### config.mk
export PLATFORM = sky130hd
export DESIGN_NAME = idf_dio_top
export DESIGN_NICKNAME = d
export VERILOG_FILES = /design/src/rtl/idf_pkg.sv /design/src/rtl/idf_dio_top.sv /design/src/rtl/idf_ref_tick.sv /design/src/rtl/idf_filter_chan.sv
export SDC_FILE = /design/constraint.sdc
export NUM_CORES = 2
export LEC_CHECK = 0
export BUFFER_PORTS_ARGS = -buffer_cell sky130_fd_sc_hd__buf_2
export CAP_MARGIN = 5
export CORE_AREA = 2 2 322 324
export DETAILED_ROUTE_END_ITERATION = 10
export DIE_AREA = 0 0 324 326
export PLACE_DENSITY = 0.76
export SYNTH_ARGS = -nofsm -noshare
export SYNTH_HDL_FRONTEND = slang
export SYNTH_SLANG_ARGS = --single-unit
### constraint.sdc
create_clock -name clk_i -period 8.85 [get_ports clk_i]
set_input_delay 1.3275 -clock clk_i [delete_from_list [all_inputs] [get_ports clk_i]]
set_output_delay 1.3275 -clock clk_i [all_outputs]
set_load 0.01 [all_outputs]
### src/rtl/idf_pkg.sv
// Shared constants, register map and carrier types of the isolated DIO block.
// Assumes a 40 MHz system clock and a 32-bit classic Wishbone register bus.
package idf_pkg;

    // Clock and filter reference timing
    localparam int unsigned CLK_HZ = 40_000_000;
    localparam int unsigned REF_PERIOD_NS = 125;
    localparam int unsigned REF_DIV = (REF_PERIOD_NS * (CLK_HZ / 1_000_000)) / 1000;

    // Filter code range and stability counter width
    localparam int unsigned FIL_CODE_MAX = 20;
    localparam int unsigned FIL_CNT_W = 21;
    localparam int unsigned CODE_W = 5;
    localparam int unsigned MAX_CH = 32;

    // Register byte offsets
    localparam logic [7:0] OFF_DIN = 8'h00;
    localparam logic [7:0] OFF_DOUT = 8'h04;
    localparam logic [7:0] OFF_FCODE = 8'h08;
    localparam logic [7:0] OFF_MASK = 8'h0c;
    localparam logic [7:0] OFF_EDGE = 8'h10;
    localparam logic [7:0] OFF_STAT = 8'h14;

    // Reset values
    localparam logic [31:0] RST_DOUT = 32'h0000_0000;
    localparam logic [31:0] RST_MASK = 32'hffff_ffff;
    localparam logic [31:0] RST_EDGE = 32'h0000_0000;
    localparam logic [31:0] RST_STAT = 32'h0000_0000;
    localparam logic [4:0] RST_FCODE = 5'h00;

    // Software-written configuration
    typedef struct packed {
        logic [31:0] dout;
        logic [31:0] mask;
        logic [31:0] edge_sel;
        logic [4:0] code;
    } idf_cfg_t;

    // One Wishbone request as seen by the slave
    typedef struct packed {
        logic [7:0] adr;
        logic we;
        logic [3:0] sel;
        logic [31:0] dat;
    } idf_wb_req_t;

endpackage : idf_pkg

### src/rtl/idf_dio_top.sv
// Isolated digital I/O core: output latch, debounced inputs, edge interrupts.
// Assumes a classic Wishbone master, pins asynchronous to clk_i.
//
// Notes on behaviour
// [RULE1] An ON input reads as 1, an OFF input as 0.
// [RULE2] Output bit 1 turns its transistor on, 0 turns it off.
// [RULE3] All output bits are 0 after reset.
// [RULE4] Reading the output register returns the driven value and leaves it alone.
// [RULE5] Filtered level follows raw only after it held for the filter time.
// [RULE6] Codes 0 to 20 accepted; code 0 passes inputs unfiltered.
// [RULE7] Code n needs 2**n periods of the 8 MHz reference.
// [RULE8] Filter code is 0 after reset.
// [RULE9] One filter code serves every channel.
// [RULE10] Software keeps the filter code at 20 or below.
// [RULE11] Every input can request an interrupt on a level change.
// [RULE12] With filtering active, edges are taken from filtered levels.
// [RULE13] A masked channel raises no interrupt request.
// [RULE14] A masked channel never sets its status bit.
// [RULE15] Edge select 0 fires on 0 to 1, 1 fires on 1 to 0.
// [RULE16] Edge select bits are 0 after reset.
// [RULE17] Status bits name the sources; reading them clears status and request.
// [RULE18] Status bits are 0 after reset.
// [RULE19] Interrupt request is a level held while any status bit is set.
// [RULE20] Mask bit 1 disables, 0 enables; all masks are 1 after reset.
// [RULE21] Per-channel counter at 8 MHz restarts on raw change, commits at count.
`timescale 1ns/1ps
module idf_dio_top
    import idf_pkg::*;
#(
    parameter int unsigned N_CH = 32,
    parameter int unsigned TICK_DIV = REF_DIV
) (
    input wire logic clk_i,
    input wire logic rst_i,
    input wire logic ce_i,
    input wire logic wb_cyc_i,
    input wire logic wb_stb_i,
    input wire logic wb_we_i,
    input wire logic [7:0] wb_adr_i,
    input wire logic [3:0] wb_sel_i,
    input wire logic [31:0] wb_dat_i,
    output logic [31:0] wb_dat_o,
    output logic wb_ack_o,
    input wire logic [N_CH-1:0] din_i,
    output logic [N_CH-1:0] dout_o,
    output logic irq_o
);

    if (N_CH < 1 || N_CH > MAX_CH)
    begin : g_chk
        $error("idf_dio_top: N_CH must be 1 to 32");
    end

    localparam logic [31:0] CH_MASK = 32'((64'h1 << N_CH) - 64'h1);

    // Byte-lane merge for register writes
    function automatic logic [31:0] apply_sel(input logic [31:0] old_v,
                                              input logic [31:0] new_v,
                                              input logic [3:0] sel);
        logic [31:0] r;
        r = old_v;
        for (int b = 0; b < 4; b++)
        begin
            if (sel[b])
            begin
                r[b*8 +: 8] = new_v[b*8 +: 8];
            end
        end
        return r;
    endfunction : apply_sel

    // Address match; unaligned addresses never match
    function automatic logic is_hit(input logic [7:0] adr, input logic [7:0] off);
        return adr == off;
    endfunction : is_hit

    // Stable-time limit for a code; larger codes are held at the top value
    function automatic logic [FIL_CNT_W-1:0] code_limit(input logic [4:0] c);
        logic [4:0] n;
        n = (c > 5'(FIL_CODE_MAX)) ? 5'(FIL_CODE_MAX) : c; // [RULE10]
        return FIL_CNT_W'((64'h1 << n) - 64'h1); // [RULE7]
    endfunction : code_limit

    idf_cfg_t cfg;
    idf_wb_req_t req;
    logic bus_go;
    logic stat_clr;
    logic tick;
    logic bypass;
    logic [FIL_CNT_W-1:0] limit;
    logic [N_CH-1:0] din_meta;
    logic [N_CH-1:0] din_sync;
    logic [N_CH-1:0] filt;
    logic [N_CH-1:0] filt_q;
    logic [N_CH-1:0] wdat_lo;
    logic [31:0] filt32;
    logic [31:0] evt;
    logic [31:0] status;
    logic [31:0] next_status;
    logic [31:0] rd_data;
    logic [31:0] mask_q;

    // Request bundle and the single cycle on which it is served
    assign req = '{adr: wb_adr_i, we: wb_we_i, sel: wb_sel_i, dat: wb_dat_i};
    assign bus_go = wb_cyc_i & wb_stb_i & ~wb_ack_o;
    assign stat_clr = bus_go & ~req.we & is_hit(req.adr, OFF_STAT);
    assign wdat_lo = wb_dat_i[N_CH-1:0];
    assign mask_q = cfg.mask;

    // Pins are asynchronous; the first stage feeds only the second
    always_ff @(posedge clk_i)
    begin
        if (rst_i)
        begin
            din_meta <= '0;
            din_sync <= '0;
        end
        else if (ce_i)
        begin
            din_meta <= din_i;
            din_sync <= din_meta;
        end
    end

    // Reference tick shared by all channels
    idf_ref_tick #(
        .DIV(TICK_DIV)
    ) u_tick (
        .clk_i(clk_i),
        .rst_i(rst_i),
        .ce_i(ce_i),
        .tick_o(tick)
    );

    // One code for all channels, no per-channel setting exists
    assign bypass = (cfg.code == 5'h00); // [RULE6] [RULE9]
    assign limit = code_limit(cfg.code); // [RULE9]

    for (genvar i = 0; i < N_CH; i++)
    begin : g_chan
        idf_filter_chan #(
            .CW(FIL_CNT_W)
        ) u_filt (
            .clk_i(clk_i),
            .rst_i(rst_i),
            .ce_i(ce_i),
            .tick_i(tick),
            .bypass_i(bypass),
            .limit_i(limit),
            .raw_i(din_sync[i]),
            .filt_o(filt[i])
        );
    end

    assign filt32 = 32'(filt);

    // Configuration registers; writes land on the edge that raises ack
    always_ff @(posedge clk_i)
    begin
        if (rst_i)
        begin
            cfg <= '{dout: RST_DOUT, mask: RST_MASK & CH_MASK, // [RULE3] [RULE20]
                     edge_sel: RST_EDGE, code: RST_FCODE}; // [RULE16] [RULE8]
        end
        else if (ce_i && bus_go && req.we)
        begin
            if (is_hit(req.adr, OFF_DOUT))
            begin
                cfg.dout <= apply_sel(cfg.dout, req.dat, req.sel) & CH_MASK; // [RULE2]
            end
            if (is_hit(req.adr, OFF_MASK))
            begin
                cfg.mask <= apply_sel(cfg.mask, req.dat, req.sel) & CH_MASK;
            end
            if (is_hit(req.adr, OFF_EDGE))
            begin
                cfg.edge_sel <= apply_sel(cfg.edge_sel, req.dat, req.sel) & CH_MASK;
            end
            if (is_hit(req.adr, OFF_FCODE) && req.sel[0])
            begin
                cfg.code <= req.dat[CODE_W-1:0];
            end
        end
    end

    // Output latch drives the transistors directly
    assign dout_o = cfg.dout[N_CH-1:0]; // [RULE2] [RULE4]

    // Previous filtered level for edge detection
    always_ff @(posedge clk_i)
    begin
        if (rst_i)
        begin
            filt_q <= '0;
        end
        else if (ce_i)
        begin
            filt_q <= filt; // [RULE12]
        end
    end

    // Edge events on filtered levels, gated by mask before they reach status
    always_comb
    begin
        evt = 32'((filt & ~filt_q & ~cfg.edge_sel[N_CH-1:0]) | // [RULE15] [RULE11]
                  (~filt & filt_q & cfg.edge_sel[N_CH-1:0])); // [RULE15]
        evt = evt & ~cfg.mask; // [RULE13] [RULE14]
    end

    // A new event in the read cycle survives the clear
    assign next_status = (status & ~{32{stat_clr}}) | evt; // [RULE17]

    always_ff @(posedge clk_i)
    begin
        if (rst_i)
        begin
            status <= RST_STAT; // [RULE18]
            irq_o <= 1'b0;
        end
        else if (ce_i)
        begin
            status <= next_status;
            irq_o <= |next_status; // [RULE19]
        end
    end

    // Read data selection; unmapped addresses read zero
    always_comb
    begin
        rd_data = 32'h0000_0000;
        if (is_hit(req.adr, OFF_DIN))
        begin
            rd_data = filt32; // [RULE1]
        end
        else if (is_hit(req.adr, OFF_DOUT))
        begin
            rd_data = cfg.dout; // [RULE4]
        end
        else if (is_hit(req.adr, OFF_FCODE))
        begin
            rd_data = 32'(cfg.code);
        end
        else if (is_hit(req.adr, OFF_MASK))
        begin
            rd_data = cfg.mask;
        end
        else if (is_hit(req.adr, OFF_EDGE))
        begin
            rd_data = cfg.edge_sel;
        end
        else if (is_hit(req.adr, OFF_STAT))
        begin
            rd_data = status; // [RULE17]
        end
    end

    // One wait state; every access, mapped or not, is acknowledged
    always_ff @(posedge clk_i)
    begin
        if (rst_i)
        begin
            wb_ack_o <= 1'b0;
            wb_dat_o <= 32'h0000_0000;
        end
        else if (ce_i)
        begin
            wb_ack_o <= bus_go;
            if (bus_go && !req.we)
            begin
                wb_dat_o <= rd_data;
            end
        end
    end

    a_out_reset: assert property (@(posedge clk_i) disable iff (rst_i)
        $fell(rst_i) |-> (dout_o == '0)) // [RULE3]
        else $error("outputs not off after reset");

    a_code_reset: assert property (@(posedge clk_i) disable iff (rst_i)
        $fell(rst_i) |-> (cfg.code == 5'h00 && bypass)) // [RULE8]
        else $error("filter code not cleared by reset");

    a_edge_reset: assert property (@(posedge clk_i) disable iff (rst_i)
        $fell(rst_i) |-> (cfg.edge_sel == 32'h0000_0000)) // [RULE16]
        else $error("edge selects not cleared by reset");

    a_stat_reset: assert property (@(posedge clk_i) disable iff (rst_i)
        $fell(rst_i) |-> (status == 32'h0000_0000 && !irq_o)) // [RULE18]
        else $error("status or request pending after reset");

    a_mask_reset: assert property (@(posedge clk_i) disable iff (rst_i)
        $fell(rst_i) |-> (cfg.mask == CH_MASK)) // [RULE20]
        else $error("masks not set by reset");

    a_out_write: assert property (@(posedge clk_i) disable iff (rst_i)
        (ce_i && bus_go && req.we && is_hit(req.adr, OFF_DOUT) && req.sel == 4'hf)
        |=> (dout_o == $past(wdat_lo))) // [RULE2]
        else $error("output write not driven");

    a_out_read: assert property (@(posedge clk_i) disable iff (rst_i)
        (ce_i && bus_go && !req.we && is_hit(req.adr, OFF_DOUT))
        |=> (wb_ack_o && wb_dat_o == 32'(dout_o) && $stable(dout_o))) // [RULE4]
        else $error("output read-back wrong or disturbed");

    a_in_report: assert property (@(posedge clk_i) disable iff (rst_i)
        (ce_i && bus_go && !req.we && is_hit(req.adr, OFF_DIN))
        |=> (wb_dat_o == $past(filt32))) // [RULE1]
        else $error("input read does not show input level");

    a_in_bypass: assert property (@(posedge clk_i) disable iff (rst_i)
        (ce_i && cfg.code == 5'h00) |=> (filt == $past(din_sync))) // [RULE6]
        else $error("code zero does not pass inputs through");

    a_mask_block: assert property (@(posedge clk_i) disable iff (rst_i)
        ce_i |=> ((status & ~$past(status) & $past(mask_q)) == 32'h0000_0000)) // [RULE14]
        else $error("masked channel set its status");

    a_edge_rise: assert property (@(posedge clk_i) disable iff (rst_i)
        (ce_i && !cfg.mask[0] && !cfg.edge_sel[0] && filt[0] && !filt_q[0])
        |=> (status[0] && irq_o)) // [RULE15]
        else $error("rising edge did not raise status and request");

    a_irq_level: assert property (@(posedge clk_i) disable iff (rst_i)
        irq_o == (|status)) // [RULE19]
        else $error("request does not follow status");

    a_stat_clear: assert property (@(posedge clk_i) disable iff (rst_i)
        (ce_i && stat_clr && evt == 32'h0000_0000)
        |=> (status == 32'h0000_0000 && !irq_o && wb_ack_o)) // [RULE17]
        else $error("status read did not clear");

endmodule : idf_dio_top

### src/rtl/idf_ref_tick.sv
// Divider that makes a one-cycle tick at the filter reference rate.
// Assumes a free-running system clock; ce_i low freezes the count.
`timescale 1ns/1ps
module idf_ref_tick #(
    parameter int unsigned DIV = 5
) (
    input wire logic clk_i,
    input wire logic rst_i,
    input wire logic ce_i,
    output logic tick_o
);

    if (DIV < 1 || DIV > 65535)
    begin : g_chk
        $error("idf_ref_tick: DIV out of range");
    end

    logic [15:0] cnt;

    // Count system clocks; the tick marks the last one of each period
    always_ff @(posedge clk_i)
    begin
        if (rst_i)
        begin
            cnt <= 16'h0000;
            tick_o <= 1'b0;
        end
        else if (ce_i)
        begin
            if (cnt == 16'(DIV - 1))
            begin
                cnt <= 16'h0000;
                tick_o <= 1'b1;
            end
            else
            begin
                cnt <= cnt + 16'h0001;
                tick_o <= 1'b0;
            end
        end
    end

endmodule : idf_ref_tick

### src/rtl/idf_filter_chan.sv
// One channel of the input debounce filter with its stability counter.
// Assumes raw_i is already synchronised and tick_i is a one-cycle pulse.
`timescale 1ns/1ps
module idf_filter_chan
    import idf_pkg::*;
#(
    parameter int unsigned CW = FIL_CNT_W
) (
    input wire logic clk_i,
    input wire logic rst_i,
    input wire logic ce_i,
    input wire logic tick_i,
    input wire logic bypass_i,
    input wire logic [CW-1:0] limit_i,
    input wire logic raw_i,
    output logic filt_o
);

    // The limit port and the counter share this width
    if (CW < 1 || CW > 32)
    begin : g_chk
        $error("idf_filter_chan: CW out of range");
    end

    logic [CW-1:0] cnt;

    // Any return of the raw level to the held level restarts the count
    always_ff @(posedge clk_i)
    begin
        if (rst_i)
        begin
            cnt <= '0;
            filt_o <= 1'b0;
        end
        else if (ce_i)
        begin
            if (bypass_i)
            begin
                filt_o <= raw_i; // [RULE6]
                cnt <= '0;
            end
            else if (raw_i == filt_o)
            begin
                cnt <= '0; // [RULE21]
            end
            else if (tick_i)
            begin
                if (cnt == limit_i)
                begin
                    filt_o <= raw_i; // [RULE5] [RULE7]
                    cnt <= '0;
                end
                else
                begin
                    cnt <= cnt + 1'b1; // [RULE21]
                end
            end
        end
    end

    a_filt_commit: assert property (@(posedge clk_i) disable iff (rst_i)
        (!(ce_i && (bypass_i || (tick_i && cnt == limit_i)))) |=> $stable(filt_o)) // [RULE5]
        else $error("filtered level changed before the stable time");

    a_filt_restart: assert property (@(posedge clk_i) disable iff (rst_i)
        (ce_i && raw_i == filt_o) |=> (cnt == '0)) // [RULE21]
        else $error("stability counter did not restart");

endmodule : idf_filter_chan

==> results.py <==
metrics = {
    "clock_network": {
        "cts-resized-gates": 0,
        "cts_sinks": 984,
        "path_clk_slew_ns": 0.07,
        "ctsHoldBuffers": 0,
        "clock_insertion_delay_worst_skew_ns": 0.72,
        "root_buffer": "clkbuf_16",
        "cts_setup_buffers": 0,
        "cts_max_level": 3,
        "cts_tree": "done",
        "cts_made_buffers": 108,
        "clock_path_buffers": 3,
    },
    "setup_path": {
        "critPathArrivalTime_ns": 7.56,
        "start_kind": "register",
        "cpMaxStageDelayCell": "nand4_1",
        "cp_top_family": "simple AND/OR/NAND/NOR gates",
        "crit_path_max_fanout": 50,
        "crit_path_frequent_cell": "buf_4",
        "critPathCaptureType": "register",
        "crit_chain": "or3_4, nor2_8, inv_2, ha_2, buf_4, inv_1, nand3_2, and2_2, buf_4, o22ai_1, a2111oi_0, nand4_1, and4_1, a221o_1",
        "path_buf_inv": 4,
        "crit_type": "register to register",
        "cp_slowest_stage_delay_ns": 0.84,
        "worstPathRequired_ns": 9.43,
    },
    "synth": {
        "seq_area_frac_synth": 0.3241,
        "synth_cell_types": 111,
        "syn_nets": 7810,
        "ys.flop_type": "dfxtp_1",
        "syn_area_per_cell_sq_um": 7.900,
        "synth-seq-cells": 984,
        "synth-async-reset-ratio": 0,
        "synth_edf_count": 0,
        "synth_area_sq_um": 60770,
        "yosysWarnings": 0,
        "syn_inst": 7693,
    },
    "place": {
        "pre_cts_ws_ns": 2.295,
        "place_area_sq_um": 61240,
        "port_buffers": 147,
        "gp_congestion": 1.009,
        "place.detailed.hpwl_um": 146300,
    },
    "floorplan": {
        "die_y_um": 326,
        "ioPinCount": 148,
        "fp.coreArea_sq_um": 102600,
        "start_util": 0.5923,
        "rows": 118,
        "die_w_um": 324,
        "design.die.area_sq_um": 105600,
    },
    "timing": {
        "fin_crit_sh": 0.7876,
        "max_freq_ghz": 0.1435,
        "finalMaxSlewViolations": 0,
        "fin_ws_ns": 1.880,
        "final-hold-violation-count": 0,
        "finalSetupTns_ns": 0,
        "relSlewSlack": 0.1123,
        "max_slew.worst_pin.slew_ns": 1.332,
        "period_minus_slack_ns": 6.970,
        "finalClockSkew_ns": 0.03379,
        "setup_violations": 0,
        "rsz0062_at_grt": "no",
    },
    "global_routing": {
        "grt_max_degree": 139,
        "grt_usage": 0.4078,
        "grt_pass1_vias": 55770,
        "antenna_found_initial": 13,
        "overflow": 0,
        "grt_pass1_wl_um": 336600,
    },
    "drt": {
        "drc": 0,
        "vias": 62090,
        "wl_per_cell_um": 25.22,
        "vias_per_cell": 6.990,
        "firstDrtPassIters": 10,
        "drt-total-wl_um": 224000,
        "antenna_left": 0,
        "drtIter0Drc": 8532,
    },
    "power_and_ir_drop": {
        "p_total_uw": 9671,
        "cellPowerDensity_nw_per_um2": 148.6,
        "leakage_uw": 0.02429,
        "vdd_ir_drop_max_mv": 0.1868,
    },
    "layout": {
        "area_growth_pct": 7.078,
        "multi_input_area_sq_um": 37760,
        "finish.instance_area_sq_um": 65080,
        "final_nets": 7517,
        "n_fill_cell": 8919,
        "regArea_sq_um": 19710,
        "drive_gt1_frac": 0.08077,
    },
    "worst_hold_path": {
        "min_path_type": "register to register",
    },
    "run": {
        "drv_cap": 0,
    },
    "outcome": {
        "outcome": "finished clean",
    },
}
worst reg2reg max path, delay by kind of cell (launching register included):
kind                       cells  cell delay, ns
and+or+nand+nor                6            2.83
buffers and inverters          4            2.08
AOI/OAI and AO/OA              3            0.94
DFF                            1            0.70
adders and majority gates      1            0.29
cell type report:
| class | instances | area share |
|---|---|---|
| Antenna cell | 13 | 0.0004999 |
| Sequential cell | 984 | 0.3029 |
| Clock buffer | 162 | 0.04995 |
| Inverter | 92 | 0.005383 |
| Timing Repair Buffer | 269 | 0.02699 |
| Multi-Input combinational cell | 5945 | 0.5802 |
| Clock inverter | 38 | 0.007556 |
| Tap cell | 1380 | 0.02653 |
flip-flops by register name, indices dropped and copies added (netlist names), 16 cells and up:
register,cells
status,32
cfg,37
din_sync,32
wb_dat_o,32
g_chan.u_filt.filt_o,32
dout_o,32
mask_q,32
filt_q,32
din_meta,32
u_tick.cnt,16
g_chan.u_filt.cnt,672
worst paths after layout:
kind | slack, ns | cells after the start | to | start
worst min register to register | 0.48 | 2 | wb_dat_o[4] | status[4]
worst max register to register | 1.88 | 14 | g_chan[18].u_filt.cnt[7] | cfg[3]
worst max-delay path | 1.88 | 14 | g_chan[18].u_filt.cnt[7] | cfg[3]
worst min-delay path | 0.48 | 2 | wb_dat_o[4] | status[4]
Yosys cell counts (all sizes together), types with 37 or more instances:
cell type / count / area, sq um
or4: 39 / 292.8
a221o: 37 / 370.4
o311ai: 57 / 499.2
nor4b: 46 / 415.4
nand2: 751 / 2826
nor3: 296 / 1498
nor4: 153 / 1015
clkbuf: 407 / 1529
o21a: 52 / 390.4
o41ai: 67 / 586.8
and3: 257 / 1608
o31ai: 74 / 569.3
a22oi: 38 / 290.3
and2: 92 / 575.6
inv: 91 / 341.6
a32o: 38 / 380.4
a21o: 103 / 773.2
a21oi: 331 / 1675
xor2: 195 / 1708
o211ai: 38 / 285.3
a31oi: 263 / 1658
mux2i: 229 / 2292
o21ai: 229 / 1150
and4: 63 / 551.8
nor2: 653 / 2511
xnor2: 410 / 3591
a41oi: 55 / 496.7
buf: 265 / 1579
nand3: 525 / 2633
dfxtp: 984 / 19700
a22o: 46 / 402.9
or3: 45 / 286.5
nand4: 194 / 1220
kinds of logic (layout without fill, tap and decap cells):
kind of cell	Yosys count	after routing	share of synthesized area
AOI/OAI and AO/OA	1731	1731	0.2001
xor gates and xnor gates	610	610	0.08904
adders and majority gates	35	35	0.007206
buffers and inverters	764	561	0.05682
DFF	984	984	0.3241
muxes	262	262	0.04476
other	0	13	0
and+or+nand+nor	3307	3307	0.2779
report_power, final:
part	switching, uW	internal (uW)
clock network	1990	2820
registers	37.4	4450
logic	264	104
total	2290	7380
metrics by stage:
stage                     hold WS (ns)  std cells  utilization
after floorplan                 0.4433       7693            -
after global placement          0.4624       8667       0.5969
after detailed placement        0.4622       8667       0.5969
after CTS                       0.4795       8867       0.6333
after global routing            0.5051       8872       0.6339
final                           0.4791       8883       0.6342
cells in the final DEF, fill, tap and decap left out, drive strengths merged, types with 162 or more instances in the layout:
| cell | n |
|---|---|
| dfxtp | 984 |
| nand3 | 525 |
| clkbuf | 162 |
| a21oi | 331 |
| buf | 269 |
| and3 | 257 |
| xor2 | 195 |
| nor3 | 296 |
| mux2i | 229 |
| a31oi | 263 |
| nand2 | 751 |
| nor2 | 653 |
| o21ai | 229 |
| nand4 | 194 |
| xnor2 | 410 |
metal layers:
layer	GRT usage	share of wire
met1	0.5241	0.38
met2	0.5999	0.42
met3	0.1142	0.13
met4	0.2585	0.076
met5	0	0.00025
Note: power is estimated with default switching activity, not from simulation.
